**src/acc_pkg.sv**
```systemverilog
// Purpose: Shared constants for the converter control block.
// Assumes: Registers are word indexed; byte address is four times the index.
// Notes:   Register widths are 8 bits except threshold and result.
package acc_pkg;
    localparam int ACC_RES_W  = 12;
    localparam int ACC_DLY_W  = 9;
    localparam int ACC_ADDR_W = 10;

    localparam logic [7:0] ACC_IDX_CTL_ONE  = 8'hE1;
    localparam logic [7:0] ACC_IDX_CTL_TWO  = 8'hE2;
    localparam logic [7:0] ACC_IDX_DLY_LOW  = 8'hE3;
    localparam logic [7:0] ACC_IDX_CTL_ZERO = 8'hE8;
    localparam logic [7:0] ACC_IDX_THRESH   = 8'hF0;
    localparam logic [7:0] ACC_IDX_RESULT   = 8'hF1;
    localparam logic [7:0] ACC_IDX_IRQ_STAT = 8'hF2;
    localparam logic [7:0] ACC_IDX_IRQ_MASK = 8'hF3;

    localparam int ACC_C2_BRAKE_EN = 7;
    localparam int ACC_C2_POL      = 6;
    localparam int ACC_C2_CMP_EN   = 5;
    localparam int ACC_C2_CMP_RES  = 4;
    localparam int ACC_C2_DLY_HI   = 0;
    localparam int ACC_C0_DONE     = 7;
    localparam int ACC_C0_BUSY     = 6;
    localparam int ACC_C0_SRC_LSB  = 4;
    localparam int ACC_C0_CHAN_LSB = 0;
    localparam int ACC_C1_TYPE_LSB = 2;
    localparam int ACC_C1_EXT_EN   = 1;
    localparam int ACC_C1_PWR      = 0;
    localparam int ACC_IRQ_DONE    = 0;
    localparam int ACC_IRQ_HIT     = 1;

    localparam logic [7:0]  ACC_RST_BYTE  = 8'h00;
    localparam logic [31:0] ACC_RST_WORD  = 32'h0000_0000;
    localparam logic [3:0]  ACC_CHAN_BGAP = 4'h8;

    localparam logic [1:0] ACC_SRC_PWM_CHANNEL_ZERO = 2'h0;
    localparam logic [1:0] ACC_SRC_PWM_CHANNEL_TWO = 2'h1;
    localparam logic [1:0] ACC_SRC_PWM_CHANNEL_FOUR = 2'h2;
    localparam logic [1:0] ACC_SRC_PIN  = 2'h3;
    localparam logic [1:0] ACC_TYP_FALL = 2'h0;
    localparam logic [1:0] ACC_TYP_RISE = 2'h1;
    localparam logic [1:0] ACC_TYP_CTR  = 2'h2;
    localparam logic [1:0] ACC_TYP_END  = 2'h3;

    localparam logic [1:0] ACC_RESP_OKAY   = 2'h0;
    localparam logic [1:0] ACC_RESP_SLVERR = 2'h2;

    typedef enum logic [1:0] {ACC_IDLE, ACC_DELAY, ACC_CONV} acc_fsm_t;
endpackage : acc_pkg

```
**src/acc_conversion_control.sv**
```systemverilog
// Purpose: Converter start, trigger delay, result compare and brake control.
// Assumes: All inputs synchronous to aclk; converter pulses done once per start.
// Notes:   AXI4-Lite slave, one write and one read outstanding.
// Overview of operation
// Compare hit with brake enable asserts fault brake.
// Polarity 0 means greater-equal, 1 means less.
// Comparator works only when enabled.
// Compare result read-only, updated per conversion.
// Nine-bit delay holds off externally triggered start.
// Done flag set by hardware, cleared by software.
// No conversion starts while done flag set.
// Writing one to busy bit starts; zero ignored.
// Busy bit reads one until conversion completes.
// Source field picks PWM zero, two, four, pin.
// Channel field routes inputs or band-gap reference.
// Power off disconnects every analog input.
// External trigger starts only when enabled.
// Type field picks falling, rising, centre, end.
// External triggers ignored while busy.
// Power bit switches converter on and off.
// Delay counts clocks; zero starts next cycle.
// Fault brake is a single-cycle pulse.
`timescale 1ns/1ps
module acc_conversion_control
#(
    parameter int RES_W = acc_pkg::ACC_RES_W,
    parameter int DLY_W = acc_pkg::ACC_DLY_W
)
(
    input  wire logic                          aclk,
    input  wire logic                          aresetn,
    input  wire logic [acc_pkg::ACC_ADDR_W-1:0] s_axi_awaddr,
    input  wire logic                          s_axi_awvalid,
    output logic                               s_axi_awready,
    input  wire logic [31:0]                   s_axi_wdata,
    input  wire logic [3:0]                    s_axi_wstrb,
    input  wire logic                          s_axi_wvalid,
    output logic                               s_axi_wready,
    output logic [1:0]                         s_axi_bresp,
    output logic                               s_axi_bvalid,
    input  wire logic                          s_axi_bready,
    input  wire logic [acc_pkg::ACC_ADDR_W-1:0] s_axi_araddr,
    input  wire logic                          s_axi_arvalid,
    output logic                               s_axi_arready,
    output logic [31:0]                        s_axi_rdata,
    output logic [1:0]                         s_axi_rresp,
    output logic                               s_axi_rvalid,
    input  wire logic                          s_axi_rready,
    input  wire logic                          pwm_channel_zero,
    input  wire logic                          pwm_channel_two,
    input  wire logic                          pwm_channel_four,
    input  wire logic                          ext_start_pin,
    input  wire logic                          pwm_centre_point,
    input  wire logic                          pwm_end_point,
    input  wire logic                          conv_complete,
    input  wire logic [RES_W-1:0]              conversion_result,
    output logic                               conv_start,
    output logic                               converter_power_on,
    output logic [3:0]                         input_channel_select,
    output logic                               input_connect,
    output logic                               fault_brake,
    output logic                               irq
);
    import acc_pkg::*;

    if (RES_W < 9 || RES_W > 16 || DLY_W != ACC_DLY_W)
    begin : g_bad_param
        $error("acc_conversion_control: unsupported width parameter");
    end

    typedef struct packed {
        acc_fsm_t                fsm;
        logic [DLY_W-1:0]        dly_cnt;
        logic                    src_prev;
        logic                    brake_en;
        logic                    pol;
        logic                    cmp_en;
        logic                    cmp_res;
        logic [DLY_W-1:0]        dly;
        logic                    done;
        logic                    busy;
        logic [1:0]              src;
        logic [3:0]              chan;
        logic [1:0]              trig_type;
        logic                    ext_en;
        logic                    pwr;
        logic [RES_W-1:0]        thresh;
        logic [RES_W-1:0]        result;
        logic [1:0]              irq_stat;
        logic [1:0]              irq_mask;
        logic                    aw_full;
        logic [ACC_ADDR_W-1:0]   aw_addr;
        logic                    w_full;
        logic [31:0]             wdata;
        logic [3:0]              wstrb;
        logic                    awready;
        logic                    wready;
        logic                    bvalid;
        logic [1:0]              bresp;
        logic                    arready;
        logic                    rvalid;
        logic [31:0]             rdata;
        logic [1:0]              rresp;
        logic                    irq;
        logic                    conv_start;
        logic                    connect;
        logic                    fault_brake;
    } acc_state_t;

    localparam acc_state_t ST_RST = '0;

    acc_state_t s_r;
    acc_state_t s_nxt;
    logic       src_sel;
    logic       trig_hit;
    logic       trig_fire;
    logic       sw_start;
    logic       can_start;
    logic       wr_go;
    logic       hit;
    logic [7:0] wr_idx;
    logic [7:0] rd_idx;
    logic       wr_map;
    logic       rd_map;

    assign wr_idx = s_r.aw_addr[9:2];
    assign rd_idx = s_axi_araddr[9:2];
    assign wr_go  = s_r.aw_full && s_r.w_full && !s_r.bvalid;

    // Only the low byte lane carries the 8-bit control registers.
    assign wr_map = wr_idx inside {ACC_IDX_CTL_ONE, ACC_IDX_CTL_TWO, ACC_IDX_DLY_LOW,
                                   ACC_IDX_CTL_ZERO, ACC_IDX_THRESH, ACC_IDX_IRQ_MASK};
    assign rd_map = rd_idx inside {ACC_IDX_CTL_ONE, ACC_IDX_CTL_TWO, ACC_IDX_DLY_LOW,
                                   ACC_IDX_CTL_ZERO, ACC_IDX_THRESH, ACC_IDX_RESULT,
                                   ACC_IDX_IRQ_STAT, ACC_IDX_IRQ_MASK};

    // software start request
    assign sw_start = wr_go && s_r.wstrb[0] && (wr_idx == ACC_IDX_CTL_ZERO)
                      && s_r.wdata[ACC_C0_BUSY];

    // done flag blocks starts
    assign can_start = s_r.pwr && !s_r.done;

    // trigger source mux
    always_comb
    begin
        case (s_r.src)
            ACC_SRC_PWM_CHANNEL_ZERO: src_sel = pwm_channel_zero;
            ACC_SRC_PWM_CHANNEL_TWO: src_sel = pwm_channel_two;
            ACC_SRC_PWM_CHANNEL_FOUR: src_sel = pwm_channel_four;
            default:      src_sel = ext_start_pin;
        endcase
    end

    // trigger condition select
    always_comb
    begin
        case (s_r.trig_type)
            ACC_TYP_FALL: trig_hit = s_r.src_prev && !src_sel;
            ACC_TYP_RISE: trig_hit = !s_r.src_prev && src_sel;
            ACC_TYP_CTR:  trig_hit = pwm_centre_point;
            default:      trig_hit = pwm_end_point;
        endcase
    end

    // external trigger gate; busy blocks it
    assign trig_fire = s_r.ext_en && trig_hit && !s_r.busy && can_start;

    // polarity compare; enable gate
    assign hit = s_r.cmp_en && (s_r.pol ? (conversion_result < s_r.thresh)
                                        : (conversion_result >= s_r.thresh));

    always_comb
    begin
        s_nxt             = s_r;
        s_nxt.conv_start  = 1'b0;
        // brake pulse defaults low
        s_nxt.fault_brake = 1'b0;
        s_nxt.src_prev    = src_sel;

        if (s_r.rvalid && s_axi_rready)
        begin
            s_nxt.rvalid = 1'b0;
        end
        if (s_r.arready && s_axi_arvalid)
        begin
            s_nxt.rvalid = 1'b1;
            s_nxt.rresp  = rd_map ? ACC_RESP_OKAY : ACC_RESP_SLVERR;
            s_nxt.rdata  = ACC_RST_WORD;
            case (rd_idx)
                ACC_IDX_CTL_ONE:
                begin
                    s_nxt.rdata[ACC_C1_TYPE_LSB +: 2] = s_r.trig_type;
                    s_nxt.rdata[ACC_C1_EXT_EN]        = s_r.ext_en;
                    s_nxt.rdata[ACC_C1_PWR]           = s_r.pwr;
                end
                ACC_IDX_CTL_TWO:
                begin
                    s_nxt.rdata[ACC_C2_BRAKE_EN] = s_r.brake_en;
                    s_nxt.rdata[ACC_C2_POL]      = s_r.pol;
                    s_nxt.rdata[ACC_C2_CMP_EN]   = s_r.cmp_en;
                    s_nxt.rdata[ACC_C2_CMP_RES]  = s_r.cmp_res;
                    s_nxt.rdata[ACC_C2_DLY_HI]   = s_r.dly[DLY_W-1];
                end
                ACC_IDX_DLY_LOW:  s_nxt.rdata[7:0] = s_r.dly[7:0];
                ACC_IDX_CTL_ZERO:
                begin
                    s_nxt.rdata[ACC_C0_DONE]         = s_r.done;
                    s_nxt.rdata[ACC_C0_BUSY]         = s_r.busy;
                    s_nxt.rdata[ACC_C0_SRC_LSB +: 2] = s_r.src;
                    s_nxt.rdata[ACC_C0_CHAN_LSB +: 4] = s_r.chan;
                end
                ACC_IDX_THRESH:   s_nxt.rdata[RES_W-1:0] = s_r.thresh;
                ACC_IDX_RESULT:   s_nxt.rdata[RES_W-1:0] = s_r.result;
                ACC_IDX_IRQ_STAT:
                begin
                    s_nxt.rdata[1:0] = s_r.irq_stat;
                    s_nxt.irq_stat   = 2'h0;
                end
                ACC_IDX_IRQ_MASK: s_nxt.rdata[1:0] = s_r.irq_mask;
                default:          s_nxt.rdata = ACC_RST_WORD;
            endcase
        end

        if (s_r.awready && s_axi_awvalid)
        begin
            s_nxt.aw_full = 1'b1;
            s_nxt.aw_addr = s_axi_awaddr;
        end
        if (s_r.wready && s_axi_wvalid)
        begin
            s_nxt.w_full = 1'b1;
            s_nxt.wdata  = s_axi_wdata;
            s_nxt.wstrb  = s_axi_wstrb;
        end
        if (s_r.bvalid && s_axi_bready)
        begin
            s_nxt.bvalid = 1'b0;
        end
        if (wr_go)
        begin
            s_nxt.aw_full = 1'b0;
            s_nxt.w_full  = 1'b0;
            s_nxt.bvalid  = 1'b1;
            s_nxt.bresp   = wr_map ? ACC_RESP_OKAY : ACC_RESP_SLVERR;
            if (s_r.wstrb[0])
            begin
                case (wr_idx)
                    ACC_IDX_CTL_ONE:
                    begin
                        s_nxt.trig_type = s_r.wdata[ACC_C1_TYPE_LSB +: 2];
                        s_nxt.ext_en    = s_r.wdata[ACC_C1_EXT_EN];
                        // power switch
                        s_nxt.pwr       = s_r.wdata[ACC_C1_PWR];
                    end
                    ACC_IDX_CTL_TWO:
                    begin
                        s_nxt.brake_en     = s_r.wdata[ACC_C2_BRAKE_EN];
                        s_nxt.pol          = s_r.wdata[ACC_C2_POL];
                        s_nxt.cmp_en       = s_r.wdata[ACC_C2_CMP_EN];
                        s_nxt.dly[DLY_W-1] = s_r.wdata[ACC_C2_DLY_HI];
                    end
                    ACC_IDX_DLY_LOW: s_nxt.dly[7:0] = s_r.wdata[7:0];
                    ACC_IDX_CTL_ZERO:
                    begin
                        // software may only clear done
                        s_nxt.done = s_r.done && s_r.wdata[ACC_C0_DONE];
                        s_nxt.src  = s_r.wdata[ACC_C0_SRC_LSB +: 2];
                        // channel routing code
                        s_nxt.chan = s_r.wdata[ACC_C0_CHAN_LSB +: 4];
                    end
                    ACC_IDX_THRESH:   s_nxt.thresh[7:0] = s_r.wdata[7:0];
                    ACC_IDX_IRQ_MASK: s_nxt.irq_mask = s_r.wdata[1:0];
                    default:          s_nxt.irq_mask = s_r.irq_mask;
                endcase
            end
            if (s_r.wstrb[1] && (wr_idx == ACC_IDX_THRESH))
            begin
                s_nxt.thresh[RES_W-1:8] = s_r.wdata[RES_W-1:8];
            end
        end

        case (s_r.fsm)
            ACC_IDLE:
            begin
                if (sw_start && can_start)
                begin
                    s_nxt.conv_start = 1'b1;
                    s_nxt.busy       = 1'b1;
                    s_nxt.fsm        = ACC_CONV;
                end
                else if (trig_fire)
                begin
                    s_nxt.busy = 1'b1;
                    // zero delay starts on the next cycle
                    if (s_r.dly == '0)
                    begin
                        s_nxt.conv_start = 1'b1;
                        s_nxt.fsm        = ACC_CONV;
                    end
                    else
                    begin
                        s_nxt.dly_cnt = s_r.dly - 1'b1;
                        s_nxt.fsm     = ACC_DELAY;
                    end
                end
            end
            ACC_DELAY:
            begin
                // count out the trigger delay
                if (!s_r.pwr)
                begin
                    s_nxt.busy = 1'b0;
                    s_nxt.fsm  = ACC_IDLE;
                end
                else if (sw_start || s_r.dly_cnt == '0)
                begin
                    s_nxt.conv_start = 1'b1;
                    s_nxt.fsm        = ACC_CONV;
                end
                else
                begin
                    s_nxt.dly_cnt = s_r.dly_cnt - 1'b1;
                end
            end
            ACC_CONV:
            begin
                // A converter switched off never answers, so the wait is dropped.
                if (!s_r.pwr)
                begin
                    s_nxt.busy = 1'b0;
                    s_nxt.fsm  = ACC_IDLE;
                end
                else if (conv_complete)
                begin
                    // busy clears at completion
                    s_nxt.busy    = 1'b0;
                    s_nxt.fsm     = ACC_IDLE;
                    // completion sets done, winning over a clear
                    s_nxt.done    = 1'b1;
                    s_nxt.result  = conversion_result;
                    // compare bit refreshed per conversion
                    s_nxt.cmp_res = hit;
                    s_nxt.irq_stat[ACC_IRQ_DONE] = 1'b1;
                    // brake request on compare hit
                    if (hit && s_r.brake_en)
                    begin
                        s_nxt.fault_brake = 1'b1;
                        s_nxt.irq_stat[ACC_IRQ_HIT] = 1'b1;
                    end
                end
            end
            default: s_nxt.fsm = ACC_IDLE;
        endcase

        // power off disconnects inputs
        s_nxt.connect = s_nxt.pwr && (s_nxt.chan <= ACC_CHAN_BGAP);
        s_nxt.irq     = |(s_nxt.irq_stat & s_nxt.irq_mask);
        s_nxt.awready = !s_nxt.aw_full;
        s_nxt.wready  = !s_nxt.w_full;
        s_nxt.arready = !s_nxt.rvalid;
    end

    always_ff @(posedge aclk)
    begin
        if (!aresetn)
        begin
            s_r <= ST_RST;
        end
        else
        begin
            s_r <= s_nxt;
        end
    end

    assign s_axi_awready        = s_r.awready;
    assign s_axi_wready         = s_r.wready;
    assign s_axi_bvalid         = s_r.bvalid;
    assign s_axi_bresp          = s_r.bresp;
    assign s_axi_arready        = s_r.arready;
    assign s_axi_rvalid         = s_r.rvalid;
    assign s_axi_rdata          = s_r.rdata;
    assign s_axi_rresp          = s_r.rresp;
    assign conv_start           = s_r.conv_start;
    assign converter_power_on   = s_r.pwr;
    assign input_channel_select = s_r.chan;
    assign input_connect        = s_r.connect;
    assign fault_brake          = s_r.fault_brake;
    assign irq                  = s_r.irq;
endmodule : acc_conversion_control

```
**config.mk**
```make
export PLATFORM = sky130hd
export DESIGN_NAME = acc_conversion_control
export DESIGN_NICKNAME = d
export VERILOG_FILES = /design/src/acc_pkg.sv /design/src/acc_conversion_control.sv
export SDC_FILE = /design/constraint.sdc
export NUM_CORES = 1
export LEC_CHECK = 0
export ABC_AREA = 1
export BUFFER_PORTS_ARGS = -buffer_cell sky130_fd_sc_hd__clkbuf_2
export CAP_MARGIN = 20
export CELL_PAD_IN_SITES_DETAIL_PLACEMENT = 0
export CELL_PAD_IN_SITES_GLOBAL_PLACEMENT = 2
export CORE_ASPECT_RATIO = 1.1
export CORE_UTILIZATION = 27
export DETAILED_ROUTE_END_ITERATION = 10
export GPL_ROUTABILITY_DRIVEN = 0
export PLACE_DENSITY_LB_ADDON = 0.3
export SETUP_SLACK_MARGIN = 0.3
export SYNTH_ARGS = -nofsm -noshare
export SYNTH_HDL_FRONTEND = slang
export SYNTH_SLANG_ARGS = --single-unit
```
**constraint.sdc**
```tcl
create_clock -name aclk -period 1.86 [get_ports aclk]
set_input_delay 0.093 -clock aclk [delete_from_list [all_inputs] [get_ports aclk]]
set_output_delay 0.093 -clock aclk [all_outputs]
set_load 0.05 [all_outputs]
```
Word level (Yosys, flattened, before mapping)
Cells that the tools add are included.
{ "op_classes": {"addsub": 2, "n_mul": 0, "div_mod_pow": 0, "order_cmp": 3, "eq_ne": 29, "shift": 0, "muxes": 64, "bitwise": 1, "reduce_logical": 53} }
{ "ops": {"columns": ["operator", "count"], "rows": [
  ["equality test 8 bit, second input constant", 14],
  ["two-way mux 37 bit", 1],
  ["two-way mux 9 bit", 4],
  ["two-way mux 35 bit", 1],
  ["two-way mux 2 bit", 16],
  ["two-way mux 8 bit", 3],
  ["logical AND 1 bit", 22],
  ["two-way mux 11 bit", 2],
  ["AND reduction 3 bit", 7],
  ["two-way mux 1 bit", 20],
  ["two-way mux 20 bit", 1],
  ["one-hot mux 4 bit (5 select lines)", 1],
  ["logical NOT 9 bit", 2],
  ["one-hot mux 9 bit (2 select lines)", 1],
  ["subtractor 9 x 1 -> 9 bit, second input constant", 2],
  ["greater-or-equal comparator 12 bit", 1],
  ["< comparator 12 bit", 1],
  ["two-way mux 4 bit", 3],
  ["inequality test 2 bit, second input constant", 6],
  ["one-hot mux 2 bit (5 select lines)", 1],
  ["inequality test 3 bit, second input constant", 3],
  ["one-hot mux 1 bit (3 select lines)", 3],
  ["logical NOT 1 bit", 8],
  ["one-hot mux 1 bit (8 select lines)", 1],
  ["other kinds (19)", 28]
]} }
{ "word_totals": {"regBits": 138, "latch_bits": 0, "ramBits": 0, "mem_bits_ro": 0, "in_bits": 82, "output_inout_bits": 50, "elab_cells": 190, "mem_count": 0} }

Depth between registers and ports, before layout
{ "depth": {"ltp_word": 11, "depth_mapped": 13, "mapped_depth_nobuf": 13} }

Worst setup path after synthesis
No wires, ideal clock.
{ "synth_path": {"kind": "register to register", "startpoint": "register s_r[157] (netlist bit)", "endpoint": "register s_r[155] (netlist bit)", "setup_time_ns": 0.114, "t_arrival_ns": 1.728, "required_ns": 1.746, "path_slack_ns": 0.018, "stages_incl_launch_ff": 14, "path_buffers": 1, "period_less_slack_ns": 1.842, "path_cell_list": "dfxtp_1 inv_1 ha_1 buf_6 inv_1 nand2_1 o21ai_1 ha_1 inv_1 nor2_1 nand2_1 or2_0 a21oi_1 nor2_1"} }
{ "synth_via": {"elab_chain_len": 3, "word_cells_on_any_way": 10, "classes_between": "6 x eq/ne; 1 x mux; 3 x reduce/logical"} }
{ "synth_lines": {"columns": ["element", "line_no", "rtl"], "rows": [
  ["start, declared", "acc_conversion_control.sv:112", "acc_state_t s_r;"],
  ["start signal, assigned", "acc_conversion_control.sv:372", "s_r <= s_nxt;"],
  ["equality test 2 x 1 -> 1 bit / logical NOT 2 bit (equally long branches)", "acc_conversion_control.sv:283", "case (s_r.fsm)"],
  ["inequality test 2 bit (no line) / nonzero test 2 bit (equally long branches)", null, null],
  ["AND reduction 6 bit (no line)", null, null]
]} }
Parallel ways exist; a longest one is shown, timed or not.
A chain may end at the register's enable or synchronous reset.

Worst setup path after layout
Ends and elaborated chain as after synthesis.

==> flow_metrics.py <==
metrics = {
    "logic_synthesis": {
        "synth_seq_cells": 112,
        "syn-cell-area_sq_mm": 0.00569,
        "synth_edf_count": 0,
        "yosys-top-cells-area": "dfxtp_1 39%, o21ai_0 8.2%, nor2_1 7.7%",
        "synth_top_area_share_pct": 39.4,
        "synth-seq-area-share_pct": 39.4,
        "ys_warn_count": 0,
        "synth_ff_type": "dfxtp_1",
        "ys_types": 44,
        "yosys.area.top_type": "dfxtp_1",
        "synth.avg_cell_area_sq_um": 7.17,
        "async_flop_share_pct": 0,
        "synth_cells": 793,
    },
    "place": {
        "dp_cells": 1119,
        "dp_hpwl_um": 12800,
        "portBuffers": 83,
    },
    "power_and_ir_drop": {
        "intPower_mw": 4.92,
        "power.share.clock_pct": 26.6,
        "netSwitchingFraction_pct": 36.8,
        "p_comb_share_pct": 38.7,
        "seqPwrFrac_pct": 34.7,
        "power_mw": 7.79,
        "power.switching_mw": 2.87,
        "ir_drop_uv": 477,
        "p_per_area_mw_per_mm2": 1030,
        "leakagePower_nw": 3.28,
    },
    "worst_setup_path": {
        "regToRegStartpoint": "s_r[157]$_SDFFE_PN0P_",
        "r2r-end": "s_r[155]$_SDFFE_PN0P_",
        "crit_arrival_ps": 2010,
        "cp-end-kind": "register",
        "required_ps": 2120,
        "reg2reg_depth": 11,
        "start_kind": "register",
        "r2r_slack_ps": 110,
        "cp_max_fo": 7,
        "crit_type": "reg2reg",
    },
    "clock_network": {
        "clkTransAtPathRegs_ps": 80,
        "cts_max_level": 3,
        "tritoncts": "yes",
        "cts_sinks": 112,
        "cts-buffers-inserted": 9,
        "clk_latency_ps": 360,
        "cts-root-buf": "clkbuf_16",
        "cts.path.max_buffers": 2,
    },
    "timing": {
        "rsz0062_at_grt": "true",
        "finClkSkew_ps": 10.2,
        "min_period_ps": 1750,
        "relSlewSlack_pct": 65.9,
        "finalSetupTns_ps": 0,
        "finalSetupViolations": 0,
        "fmax_ghz": 0.572,
        "period_share_pct": 94.0,
        "hold_viol_final": 1,
        "tightest_slew_ps": 512,
        "final_max_slew_viol_count": 0,
        "whs_ps": -2.15,
    },
    "detailed_routing": {
        "route.detailed.drc": 0,
        "dr.pass1.iters": 4,
        "drt_iter0_drc": 307,
        "ant_nets": 0,
        "post_drt_wl_per_cell_um": 14.7,
        "num_vias": 5265,
        "wirelength_um": 17400,
        "vias_per_cell": 4.45,
    },
    "floorplanning": {
        "std_cell_rows": 55,
        "die_h_um": 154,
        "num_io_pins": 132,
        "core_area_sq_mm": 0.0206,
        "die_w_um": 140,
        "die_area_sq_mm": 0.0216,
        "initial_core_util_pct": 27.6,
    },
    "status": {
        "status": "finished, violations left",
        "violations": "negative hold slack",
    },
    "grt": {
        "grt_pass1_wl_um": 27600,
        "grt_max_degree": 24,
        "overflow": 0,
        "grt.total_usage_pct": 16.6,
        "grt_pass1_vias": 5138,
        "antenna_found_initial": 0,
    },
    "cells_and_area": {
        "num_antenna_cells": 0,
        "area_growth_pct": 33.2,
        "final_cells": 1182,
        "post_route_cells_drive_above_1_share_pct": 32.8,
        "largest_register_ffs": 84,
        "top_register": "s_r",
        "nets": 1020,
    },
    "hold_path": {
        "min_from": "s_axi_wdata[4]",
        "hold_path_depth": 3,
        "worstHoldPathType": "in2reg",
        "holdPathEnd": "s_r[53]$_SDFFE_PN0P_",
    },
    "job": {
        "drv_cap": 0,
    },
}
-- worst max path at each step --
stage                                startpoint                    end  slack (ps)  depth (start not counted)
after global placement    s_r[157]$_SDFFE_PN0P_  s_r[155]$_SDFFE_PN0P_          60                         11
after global routing      s_r[157]$_SDFFE_PN0P_  s_r[155]$_SDFFE_PN0P_         -10                         11
after floorplan           s_r[157]$_SDFFE_PN0P_  s_r[155]$_SDFFE_PN0P_         140                         13
final                     s_r[157]$_SDFFE_PN0P_  s_r[155]$_SDFFE_PN0P_         110                         11
after detailed placement  s_r[157]$_SDFFE_PN0P_  s_r[155]$_SDFFE_PN0P_          50                         11
after CTS                 s_r[157]$_SDFFE_PN0P_  s_r[155]$_SDFFE_PN0P_         100                         10
-- synth_stat cells, types with 3 or more instances --
master and number:
o21ai_0 93, nand3_1 25, or2_2 4, nor2_1 116
nand4_1 10, clkbuf_1 17, a31oi_1 3, nor3_1 7
dfxtp_1 112, xor2_1 4, o21ai_1 6, o21ai_2 3
buf_4 40, o22ai_1 10, a221oi_1 4, nor2_2 4
inv_1 102, buf_6 3, nand2_2 5, nand2_1 111
a21oi_1 65, nand3_2 3, ha_1 17
-- final cells by class --
cell class	count	area (sq um)
clock buffers	10	239
clock inverters	6	66.3
fillers	2196	13000
inverters	104	394
multi-input cells	536	3230
flip-flops and latches	112	2270
well taps	256	320
repair buffers	158	1050
-- worst max-delay path, cell delays in order (launching register included) --
cell and delay (ps):
dfxtp_2 340, inv_2 50, ha_4 190, buf_8 150, o21ai_4 130, ha_2 190, inv_2 50, nor2_4 110
nand2_2 60, or2_0 190, a21oi_1 140, nor2_1 50
-- layout by cell type (no fill, tap or decap), types with 11 or more instances in the layout --
cell type	synthesis	layout
a21oi_1	65	55
a21oi_2	1	11
buf_4	40	53
clkbuf_2	0	83
conb_1	1	22
dfxtp_1	112	92
dfxtp_2	0	18
dlygate4sd3_1	0	11
inv_1	102	82
inv_2	2	21
nand2_1	111	94
nand2_2	5	14
nand3_1	25	16
nor2_1	116	106
o21ai_0	93	83
-- layer usage --
metal	global-route usage (%)	up-vias	wire (um)
met5	0	-	0
met4	4.08	0	92
met3	2.82	8	570
met2	27.3	95	8150
met1	22.5	2387	8570
li1	-	2775	-
-- what timing repair did --
action,in CTS,in global routing
endpoints found under the hold margin,11,0
setup buffers,18,16
hold buffers,11,0
pin swaps,30,43
setup endpoints to repair,27,53
resized for setup,72,76
cloned,2,0
-- power by group through the flow --
stage / sequential (mW) / combinational (mW) / clock, mW
global placement: 2.75 / 2.13 / 0
global route: 2.73 / 3.36 / 2.24
detailed placement: 2.75 / 2.11 / 0
CTS: 2.70 / 2.77 / 2.14
floorplan: 2.74 / 1.71 / 0
finish: 2.70 / 3.02 / 2.07
-- kinds of logic (layout without fill, tap and decap cells) --
logic type | count (synthesis) | in the layout | share of synthesized area (%)
DFF | 112 | 112 | 39.4
AOI/OAI and AO/OA | 193 | 193 | 18.2
adders and majority gates | 17 | 17 | 3.74
and+or+nand+nor | 296 | 298 | 23.5
other | 1 | 22 | 0.0659
xor gates and xnor gates | 6 | 6 | 0.924
buffers and inverters | 168 | 278 | 14.2
-- per-stage QoR --
step | setup WS [ps] | cell area [sq um] | utilization [%]
global placement | 64.4 | 6340 | 30.8
finish | 112 | 7570 | 36.8
global route | -14.0 | 7570 | 36.8
floorplan | 136 | 5800 | -
detailed placement | 49.8 | 6340 | 30.8
CTS | 98.0 | 7210 | 35.1
(Power assumes the default switching activity.)
